### src/inc/irq_map_cfg.svh
// Channel numbers, widths and reset values of the interrupt source map.
// Assumes inclusion by the package and the design modules alike.
`ifndef IRQ_MAP_CFG_SVH
`define IRQ_MAP_CFG_SVH

`define CHAN_COUNT       32
`define CHAN_IDX_W       5
`define BANK_SIZE        16
`define BANK_IDX_W       4
`define WAKE_COUNT       32
`define WAKE_PIN_COUNT   30
`define WAKE_GROUP_COUNT 4
`define WAKE_GROUP_SIZE  8
`define WAKE_SEL_W       5
`define TIMER_COUNT      4
`define UART_COUNT       3
`define UART_SRC_W       5
`define I2C_COUNT        2
`define SSP_COUNT        2
`define DMA_CHAN_COUNT   8
`define MOTOR_SRC_W      8

`define CH_DOG           5'h0
`define CH_FIRMWARE      5'h1
`define CH_DEBUG_RX      5'h2
`define CH_DEBUG_TX      5'h3
`define CH_TIMER0        5'h4
`define CH_USB_HIGH      5'h8
`define CH_USB_LOW       5'h9
`define CH_CLOCK_GEN     5'ha
`define CH_MAC           5'hb
`define CH_DMA           5'hc
`define CH_CAN           5'hd
`define CH_MOTOR         5'he
`define CH_ADC           5'hf
`define CH_UART0         5'h10
`define CH_I2C0          5'h13
`define CH_SSP0          5'h15
`define CH_DROOP         5'h17
`define CH_RTC           5'h18
`define CH_WAKE_ALL      5'h19
`define CH_WAKE_GROUP0   5'h1a
`define CH_USB_RESUME    5'h1e
`define CH_PREFETCH      5'h1f

`define WAKE_RTC_BIT     5'h6
`define WAKE_USB_BIT     5'h7

`define REQ_RESET        32'h0000_0000
`define CHAN_RESET       5'h00
`define BANK_CHAN_RESET  4'h0

`endif

### src/inc/irq_map_pkg.sv
// Types shared by the interrupt source map and its wake-up grouping.
// Assumes irq_map_cfg.svh on the include path.
`include "irq_map_cfg.svh"

package irq_map_pkg;

    typedef struct packed {
        logic [`WAKE_PIN_COUNT-1:0] meta;
        logic [`WAKE_PIN_COUNT-1:0] pins;
    } wake_state_t;

    typedef struct packed {
        logic [`CHAN_COUNT-1:0]       req;
        logic                         top_valid;
        logic [`CHAN_IDX_W-1:0]       top_chan;
        logic                         b0_valid;
        logic [`BANK_IDX_W-1:0]       b0_chan;
        logic                         b1_valid;
        logic [`BANK_IDX_W-1:0]       b1_chan;
        logic                         wake_any;
        logic [`WAKE_GROUP_COUNT-1:0] wake_grp;
        logic                         fast;
    } map_state_t;

endpackage

### src/design/interrupt_source_priority_map.sv
// Interrupt source map: peripheral lines onto 32 fixed-priority
// request channels in two 16-channel banks, plus wake-up grouping.
// Assumes all peripheral lines are on clk; wake pins are asynchronous.
//
// Behaviour
// 32 channels, channel 0 highest, two banks
// Channel 0: watchdog timeout or terminal count
// Channels 4-7: timer capture, compare, overflow OR
// Channels 8, 9: USB high, low priority OR
// Channel 10: OR of clock generation interrupts
// Channel 11: MAC and its DMA interrupts
// Channel 12: OR of eight DMA channels
// Channel 13: OR of all CAN sources
// Channel 14: OR of eight motor interrupts
// Channel 15: converter conversion complete
// Channels 16-18: OR of five UART interrupts
// Channels 19, 20: I2C transmit, receive, error
// Channels 21, 22: all sync serial interrupts
// Channel 24: RTC alarm, tamper, periodic OR
// Channel 25: OR of all 32 wake inputs
// Four wake groups of eight sources each
// Pins routable to vectored or fast request
// Channels 26-29 groups, 30 USB resume
// Channel 31: prefetch and branch cache
// Request follows its sources, no latching
// Lowest pending channel reported as highest
`timescale 1ns/1ps
`include "irq_map_cfg.svh"

module interrupt_source_priority_map
    import irq_map_pkg::*;
#(
    parameter int USB_HIGH_W = 4,
    parameter int USB_LOW_W  = 4,
    parameter int CLK_GEN_W  = 4,
    parameter int MAC_W      = 4,
    parameter int MAC_DMA_W  = 2,
    parameter int CAN_W      = 4,
    parameter int SSP_W      = 4,
    parameter int PREFETCH_W = 2
) (
    input  wire logic                            clk,
    input  wire logic                            srst,
    // Watchdog and core
    input  wire logic                            dog_timeout_unit_timeout,
    input  wire logic                            dog_timeout_unit_terminal,
    input  wire logic                            firmware_irq,
    input  wire logic                            debug_rx_irq,
    input  wire logic                            debug_tx_irq,
    // General timers, two capture flags, two compare flags and one overflow flag per timer
    input  wire logic [2*`TIMER_COUNT-1:0]       timer_capture_flag,
    input  wire logic [2*`TIMER_COUNT-1:0]       timer_compare_flag,
    input  wire logic [`TIMER_COUNT-1:0]         timer_overflow_flag,
    // Bank 0 peripherals
    input  wire logic [USB_HIGH_W-1:0]           usb_high_irq,
    input  wire logic [USB_LOW_W-1:0]            usb_low_irq,
    input  wire logic [CLK_GEN_W-1:0]            clock_generation_unit_irq,
    input  wire logic [MAC_W-1:0]                mac_irq,
    input  wire logic [MAC_DMA_W-1:0]            mac_dma_irq,
    input  wire logic [`DMA_CHAN_COUNT-1:0]      dma_chan_irq,
    input  wire logic [CAN_W-1:0]                can_irq,
    input  wire logic [`MOTOR_SRC_W-1:0]         motor_drive_unit_irq,
    input  wire logic                            adc_done,
    // Bank 1 peripherals
    input  wire logic [`UART_COUNT*`UART_SRC_W-1:0] uart_irq,
    input  wire logic [`I2C_COUNT-1:0]           i2c_tx_irq,
    input  wire logic [`I2C_COUNT-1:0]           i2c_rx_irq,
    input  wire logic [`I2C_COUNT-1:0]           i2c_err_irq,
    input  wire logic [`SSP_COUNT*SSP_W-1:0]     sync_serial_port_irq,
    input  wire logic                            supply_droop_detector_warn,
    input  wire logic                            rtc_alarm,
    input  wire logic                            rtc_tamper,
    input  wire logic                            rtc_periodic,
    input  wire logic                            usb_resume,
    input  wire logic [PREFETCH_W-1:0]           prefetch_branch_cache_irq,
    // Wake-up pins, asynchronous
    input  wire logic [5:0]                      port3_wake_pin,
    input  wire logic [7:0]                      port5_wake_pin,
    input  wire logic [7:0]                      port6_wake_pin,
    input  wire logic [7:0]                      port7_wake_pin,
    // Fast route selection, static configuration
    input  wire logic                            fast_pin_enable,
    input  wire logic [`WAKE_SEL_W-1:0]          fast_pin_select,
    // Towards the processor core
    output logic [`CHAN_COUNT-1:0]               vectored_request,
    output logic                                 highest_valid,
    output logic [`CHAN_IDX_W-1:0]               highest_channel,
    output logic                                 bank0_valid,
    output logic [`BANK_IDX_W-1:0]               bank0_channel,
    output logic                                 bank1_valid,
    output logic [`BANK_IDX_W-1:0]               bank1_channel,
    output logic                                 wake_any,
    output logic [`WAKE_GROUP_COUNT-1:0]         wake_group,
    output logic                                 fast_nonvectored_request
);

    // ==========================================================
    // Elaboration checks
    generate
        if (USB_HIGH_W < 1 || USB_LOW_W < 1 || CLK_GEN_W < 1 ||
            MAC_W < 1 || MAC_DMA_W < 1 || CAN_W < 1 || SSP_W < 1 ||
            PREFETCH_W < 1) begin : g_bad_width
            $error("interrupt_source_priority_map: zero source width");
        end
    endgenerate

    // ==========================================================
    // Timer channels
    logic [`TIMER_COUNT-1:0] timer_req;

    genvar t;
    generate
        for (t = 0; t < `TIMER_COUNT; t++) begin : g_timer
            assign timer_req[t] = |timer_capture_flag[2*t +: 2]
                                | |timer_compare_flag[2*t +: 2]
                                | timer_overflow_flag[t];
        end
    endgenerate

    // ==========================================================
    // Serial channels
    logic [`UART_COUNT-1:0] uart_req;
    logic [`I2C_COUNT-1:0]  i2c_req;
    logic [`SSP_COUNT-1:0]  ssp_req;

    genvar u;
    generate
        for (u = 0; u < `UART_COUNT; u++) begin : g_uart
            assign uart_req[u] =
                |uart_irq[u*`UART_SRC_W +: `UART_SRC_W];
        end
        for (u = 0; u < `I2C_COUNT; u++) begin : g_i2c
            assign i2c_req[u] = i2c_tx_irq[u] | i2c_rx_irq[u]
                              | i2c_err_irq[u];
        end
        for (u = 0; u < `SSP_COUNT; u++) begin : g_ssp
            assign ssp_req[u] = |sync_serial_port_irq[u*SSP_W +: SSP_W];
        end
    endgenerate

    // ==========================================================
    // Wake-up grouping
    logic                         rtc_irq;
    logic                         wake_any_c;
    logic [`WAKE_GROUP_COUNT-1:0] wake_group_c;
    logic                         fast_c;

    assign rtc_irq = rtc_alarm | rtc_tamper | rtc_periodic;

    wake_group_unit u_wake (
        .clk             (clk),
        .srst            (srst),
        .wake_pin        ({port7_wake_pin, port6_wake_pin,
                           port5_wake_pin, port3_wake_pin}),
        .rtc_irq         (rtc_irq),
        .usb_resume      (usb_resume),
        .fast_pin_enable (fast_pin_enable),
        .fast_pin_select (fast_pin_select),
        .wake_any        (wake_any_c),
        .wake_group      (wake_group_c),
        .fast_request    (fast_c)
    );

    // ==========================================================
    // Channel assembly
    // Pure ORs of live source levels; nothing is held here, so a
    // request drops as soon as the peripheral clears its own flag.
    logic [`CHAN_COUNT-1:0] req_c;

    always_comb begin
        req_c = '0;
        req_c[`CH_DOG] = dog_timeout_unit_timeout
                       | dog_timeout_unit_terminal;
        req_c[`CH_FIRMWARE] = firmware_irq;
        req_c[`CH_DEBUG_RX] = debug_rx_irq;
        req_c[`CH_DEBUG_TX] = debug_tx_irq;
        req_c[`CH_TIMER0 +: `TIMER_COUNT] = timer_req;
        req_c[`CH_USB_HIGH] = |usb_high_irq;
        req_c[`CH_USB_LOW] = |usb_low_irq;
        req_c[`CH_CLOCK_GEN] = |clock_generation_unit_irq;
        req_c[`CH_MAC] = |mac_irq | |mac_dma_irq;
        req_c[`CH_DMA] = |dma_chan_irq;
        req_c[`CH_CAN] = |can_irq;
        req_c[`CH_MOTOR] = |motor_drive_unit_irq;
        req_c[`CH_ADC] = adc_done;
        req_c[`CH_UART0 +: `UART_COUNT] = uart_req;
        req_c[`CH_I2C0 +: `I2C_COUNT] = i2c_req;
        req_c[`CH_SSP0 +: `SSP_COUNT] = ssp_req;
        req_c[`CH_DROOP] = supply_droop_detector_warn;
        req_c[`CH_RTC] = rtc_irq;
        req_c[`CH_WAKE_ALL] = wake_any_c;
        req_c[`CH_WAKE_GROUP0 +: `WAKE_GROUP_COUNT] = wake_group_c;
        req_c[`CH_USB_RESUME] = usb_resume;
        req_c[`CH_PREFETCH] = |prefetch_branch_cache_irq;
    end

    // ==========================================================
    // Priority resolution
    // Encoders look at the next request so the reported channel
    // lines up with vectored_request in the same cycle.
    logic                   top_valid_c;
    logic [`CHAN_IDX_W-1:0] top_chan_c;
    logic                   b0_valid_c;
    logic [`BANK_IDX_W-1:0] b0_chan_c;
    logic                   b1_valid_c;
    logic [`BANK_IDX_W-1:0] b1_chan_c;

    lowest_pending_encoder #(
        .N   (`CHAN_COUNT),
        .IDX (`CHAN_IDX_W)
    ) u_top_enc (
        .pending (req_c),
        .valid   (top_valid_c),
        .index   (top_chan_c)
    );

    lowest_pending_encoder #(
        .N   (`BANK_SIZE),
        .IDX (`BANK_IDX_W)
    ) u_bank0_enc (
        .pending (req_c[`BANK_SIZE-1:0]),
        .valid   (b0_valid_c),
        .index   (b0_chan_c)
    );

    lowest_pending_encoder #(
        .N   (`BANK_SIZE),
        .IDX (`BANK_IDX_W)
    ) u_bank1_enc (
        .pending (req_c[`CHAN_COUNT-1:`BANK_SIZE]),
        .valid   (b1_valid_c),
        .index   (b1_chan_c)
    );

    // ==========================================================
    // State register
    map_state_t state_q;
    map_state_t state_d;

    always_comb begin
        state_d           = state_q;
        state_d.req       = req_c;
        state_d.top_valid = top_valid_c;
        state_d.top_chan  = top_chan_c;
        state_d.b0_valid  = b0_valid_c;
        state_d.b0_chan   = b0_chan_c;
        state_d.b1_valid  = b1_valid_c;
        state_d.b1_chan   = b1_chan_c;
        state_d.wake_any  = wake_any_c;
        state_d.wake_grp  = wake_group_c;
        state_d.fast      = fast_c;
    end

    always_ff @(posedge clk) begin
        if (srst) begin
            state_q           <= '0;
            state_q.req       <= `REQ_RESET;
            state_q.top_chan  <= `CHAN_RESET;
            state_q.b0_chan   <= `BANK_CHAN_RESET;
            state_q.b1_chan   <= `BANK_CHAN_RESET;
        end else begin
            state_q <= state_d;
        end
    end

    // ==========================================================
    // Outputs
    assign vectored_request         = state_q.req;
    assign highest_valid            = state_q.top_valid;
    assign highest_channel          = state_q.top_chan;
    assign bank0_valid              = state_q.b0_valid;
    assign bank0_channel            = state_q.b0_chan;
    assign bank1_valid              = state_q.b1_valid;
    assign bank1_channel            = state_q.b1_chan;
    assign wake_any                 = state_q.wake_any;
    assign wake_group               = state_q.wake_grp;
    assign fast_nonvectored_request = state_q.fast;

endmodule

### src/design/lowest_pending_encoder.sv
// Fixed-priority encoder: lowest pending index wins.
// Assumes a combinational caller that registers the result.
`timescale 1ns/1ps

module lowest_pending_encoder #(
    parameter int N   = 32,
    parameter int IDX = 5
) (
    input  wire logic [N-1:0]   pending,
    output logic                valid,
    output logic [IDX-1:0]      index
);

    // ============
    // Elaboration checks
    generate
        if (N < 2 || (1 << IDX) < N) begin : g_bad
            $error("lowest_pending_encoder: index too narrow");
        end
    endgenerate

    // ============
    // Priority chain
    logic [N-1:0] above;
    logic [N-1:0] onehot;

    assign above[0] = 1'b0;
    genvar i;
    genvar b;
    generate
        for (i = 0; i < N; i++) begin : g_chain
            if (i > 0) begin : g_link
                assign above[i] = above[i-1] | pending[i-1];
            end
            assign onehot[i] = pending[i] & ~above[i];
        end
        // Each index bit collects the winners whose number has it set
        for (b = 0; b < IDX; b++) begin : g_bit
            logic [N-1:0] hit;
            for (i = 0; i < N; i++) begin : g_hit
                assign hit[i] = onehot[i] & 1'((i >> b) & 1);
            end
            assign index[b] = |hit;
        end
    endgenerate

    assign valid = |pending;

endmodule

### src/design/wake_group_unit.sv
// Wake-up grouping: pin synchroniser, all-source OR, four group ORs
// and the single-source fast route. Outputs are combinational; the
// caller registers them. Pins arrive from outside the clock domain.
`timescale 1ns/1ps
`include "irq_map_cfg.svh"

module wake_group_unit
    import irq_map_pkg::*;
(
    input  wire logic                         clk,
    input  wire logic                         srst,
    input  wire logic [`WAKE_PIN_COUNT-1:0]   wake_pin,
    input  wire logic                         rtc_irq,
    input  wire logic                         usb_resume,
    input  wire logic                         fast_pin_enable,
    input  wire logic [`WAKE_SEL_W-1:0]       fast_pin_select,
    output logic                              wake_any,
    output logic [`WAKE_GROUP_COUNT-1:0]      wake_group,
    output logic                              fast_request
);

    // ============
    // Two-stage pin synchroniser
    wake_state_t state_q;
    wake_state_t state_d;

    always_comb begin
        state_d      = state_q;
        state_d.meta = wake_pin;
        state_d.pins = state_q.meta;
    end

    always_ff @(posedge clk) begin
        if (srst) begin
            state_q <= '0;
        end else begin
            state_q <= state_d;
        end
    end

    // ============
    // Source vector: group 0 holds port 3 pins 0..5, rtc, usb
    logic [`WAKE_COUNT-1:0] src;

    always_comb begin
        src = {state_q.pins[`WAKE_PIN_COUNT-1:6], usb_resume, rtc_irq,
               state_q.pins[5:0]};
    end

    assign wake_any = |src;

    genvar g;
    generate
        for (g = 0; g < `WAKE_GROUP_COUNT; g++) begin : g_grp
            assign wake_group[g] =
                |src[g*`WAKE_GROUP_SIZE +: `WAKE_GROUP_SIZE];
        end
    endgenerate

    // One chosen source straight to the fast request
    assign fast_request = fast_pin_enable & src[fast_pin_select];

endmodule

### config.mk
export PLATFORM = sky130hd
export DESIGN_NAME = interrupt_source_priority_map
export DESIGN_NICKNAME = d
export VERILOG_FILES = /design/src/inc/irq_map_pkg.sv /design/src/design/interrupt_source_priority_map.sv /design/src/design/lowest_pending_encoder.sv /design/src/design/wake_group_unit.sv
export VERILOG_INCLUDE_DIRS = /design/src /design/src/inc
export SDC_FILE = /design/constraint.sdc
export NUM_CORES = 1
export LEC_CHECK = 0
export ABC_AREA = 1
export BUFFER_PORTS_ARGS = -buffer_cell sky130_fd_sc_hd__buf_2
export CORE_ASPECT_RATIO = 0.5
export CORE_UTILIZATION = 35
export CTS_CLUSTER_SIZE = 30
export DETAILED_ROUTE_END_ITERATION = 16
export PLACE_DENSITY = 0.63
export SKIP_LAST_GASP = 1
export SLEW_MARGIN = 0
export SYNTH_ARGS = -nofsm -noshare
export SYNTH_HDL_FRONTEND = slang
export SYNTH_HIERARCHICAL = 1
export SYNTH_SLANG_ARGS = --single-unit
### constraint.sdc
create_clock -name clk -period 4.3 [get_ports clk]
set_input_delay 0.43 -clock clk [delete_from_list [all_inputs] [get_ports clk]]
set_output_delay 0.43 -clock clk [all_outputs]
set_load 0.05 [all_outputs]
==> flow_summary.toml <==
[critical_path]
reg2reg_from = "u_wake/src[0]"
required_ps = 4590
r2r_end = "highest_channel[2]"
rrSetupSlack_ps = 2010
critPathKind = "in -> reg"
arrival_ps = 2600
r2r_cells = 13
end_kind = "flip-flop"
crit_path_max_fanout = 9
critPathLaunchType = "input port"

[power]
p_total_w = 0.00221
peakVddDrop_uv = 205
powerDensity_nw_per_um2 = 344
leakage_nw = 3.69

[floorplanning]
ios = 192
die_y_um = 87.2
start_util_pct = 36.6
rows = 30
fp.dieW_um = 172
dieArea_um2 = 15000
core_um2 = 13900

[worst_hold_path]
holdPathEnd = "u_wake/state_d[11]"
holdCritPathClass = "in -> reg"
min_from = "port5_wake_pin[5]"
worstHoldPathCells = 3

[placed_design]
dpl.hpwl_um = 9210
gp_congestion = 0.847
port_buffers = 191

[timing]
relSlewSlack_pct = 63.5
worst_pin_slew_ps = 548
max_freq_mhz = 432
setup_viol = 0
hold_slack_ps = 273
drv_slew = 0
rsz0062_at_grt = "false"
setup_tns_ps = 0
finalCritPeriodShare_pct = 53.8
hold_violations = 0
finClkSkew_ps = 8.69
fin_crit_ps = 2310

[synthesis]
synth.top_cell.area_share_pct = 43.0
ys.flop_type = "dfxtp_1"
yosysSeqAreaShare_pct = 43.0
ys_ff_latch = 109
async_flop_share_pct = 0
syn_inst = 750
synth_edf_count = 0
yosys-top-cells-area = "dfxtp_1, nor2_1, inv_1"
syn-num-nets = 888
synth_area_leader_cell = "dfxtp_1"
synth.yosys.warnings = 6
syn_avg_cell_area_um2 = 6.77
synth.distinct_cells = 32
syn_area_um2 = 5080

[layout]
synthToLayoutAreaGrowth_pct = 26.3
utilization_pct = 46.3
diodes = 0
final_nets = 1070
drive_above_1_share_pct = 25.8

[grt]
antenna_found_initial = 1
first_global_vias = 4350
grt-ovfl-total = 0
grtUsageMet3_pct = 4.73
grt_pass1_wl_um = 18800
grt_use_total_pct = 16.1
met2_usage_pct = 30.5
grt_busiest_layer = "met2"
grt_start_max_net_pins = 54
use_met1_pct = 17.5

[detailed_routing]
drt_first_pass_iters = 4
routed_via_density = 4.26
detailroute.via_count = 4814
wire_per_inst_um = 10.4
route.detailed.drc = 0
wl_um = 11800
drtIter0Drc = 185
ant_nets = 0

[clocking]
clkSlewWorstSetupHoldPaths_ps = 80
cts_made_buffers = 9
hold_buffers = 0
clockRootBuffer = "clkbuf_16"
clock-sinks = 109
htreeDepth = 3
clk_latency_ps = 350
clockBufferDepth = 2
cts_resized = 0
postCtsSetupRepairBufs = 0
cts_tree = "yes"

[flow_run]
drv_cap = 0

[status]
status = "finished clean"
==> worst max path at each step <==
stage | start | to | cells after the start | slack, ps
2_1_floorplan | rtc_periodic | highest_channel[1] | 15 | 2080
3_3_place_gp | rtc_periodic | highest_channel[2] | 16 | 1740
3_5_place_dp | rtc_periodic | highest_channel[2] | 16 | 1640
4_1_cts | rtc_periodic | highest_channel[2] | 16 | 1990
5_1_grt | rtc_periodic | highest_channel[2] | 16 | 1570
6_report | rtc_periodic | highest_channel[2] | 16 | 1990
==> state kept, by name (all words and copies together) (netlist names) <==
register and count:
bank0_channel 4, bank0_valid 1, bank1_channel 4, bank1_valid 1, fast_nonvectored_request 1, highest_channel 5, highest_valid 1, u_wake/src 30
u_wake/state_d 30, vectored_request 32
==> cells in the final DEF, fill, tap and decap left out, drive strengths merged <==
master,instances
a31oi,10
o21ai,12
a21oi,10
clkinv,2
inv,176
buf,192
clkbuf,10
a21bo,2
nor3b,1
nor3,5
nand3,59
dfxtp,109
o211ai,2
nand4,13
nand2b,1
nand3b,9
nor2,197
nor4,8
or2,1
nand2,118
==> logic make-up after synthesis <==
family / after synthesis / share of synthesized area (%)
AOI/OAI and AO/OA: 36 / 4.09
buffers and inverters: 193 / 16.1
and+or+nand+nor: 412 / 36.8
DFF: 109 / 43.0
==> cells in the mapped netlist, types with 2 or more instances <==
master    instances
nor2_1          181
inv_1           170
nand2_1         110
dfxtp_1         109
nand3_1          55
nand4_1          11
a21oi_1          10
a31oi_1          10
nor2_2           10
nand3b_1          9
buf_4             8
nor4_1            8
o21ai_0           8
clkbuf_1          7
nand2_2           7
nor3_1            5
buf_6             4
nand3_2           4
nor2_4            4
o21ai_1           4
a21bo_2           2
nand4_2           2
nor2_8            2
o211ai_1          2
==> final cells by class <==
cell class,instances,area (µm²)
fill,1497,7440
sequential,109,2180
multi-input combinational,448,2070
timing repair buffer,192,966
inverter,172,653
tap,192,240
clock buffer,10,229
clock inverter,6,65.1
==> where the power goes <==
part / total (W) / switching [W] / internal [W]
combinational: 0.000324 / 0.000218 / 0.000106
sequential: 0.00107 / 0.0000148 / 0.00106
clock: 0.000811 / 0.000399 / 0.000412
==> through the flow <==
stage / cells / instance area [µm²] / setup slack (ps)
2_1_floorplan: 750 / 5080 / 2080
3_3_place_gp: 1113 / 6120 / 1740
3_5_place_dp: 1113 / 6120 / 1640
4_1_cts: 1129 / 6410 / 1990
5_1_grt: 1129 / 6410 / 1570
6_report: 1129 / 6410 / 1990
==> metal layers <==
layer | wire (µm) | share of wire (%) | up-vias
li1 | - | - | 2610
met4 | 115 | 0.98 | 0
met2 | 5700 | 48 | 115
met5 | 0 | 0 | -
met3 | 712 | 6.0 | 12
met1 | 5250 | 45 | 2077
==> worst max-delay path, cell delays in order <==
cell     delay, ps
buf_2          100
inv_1           60
nand3_1        200
nor4_1         310
nand2_1        230
nor2_1         140
nand2_1        130
nor3_1         270
nand3_2        120
nor2_4         150
nand2_1        110
o21ai_1        120
a21oi_1         60
nand2_1         70
inv_1           30
nor2_1          60
Note: power is estimated with default switching activity, not from simulation.
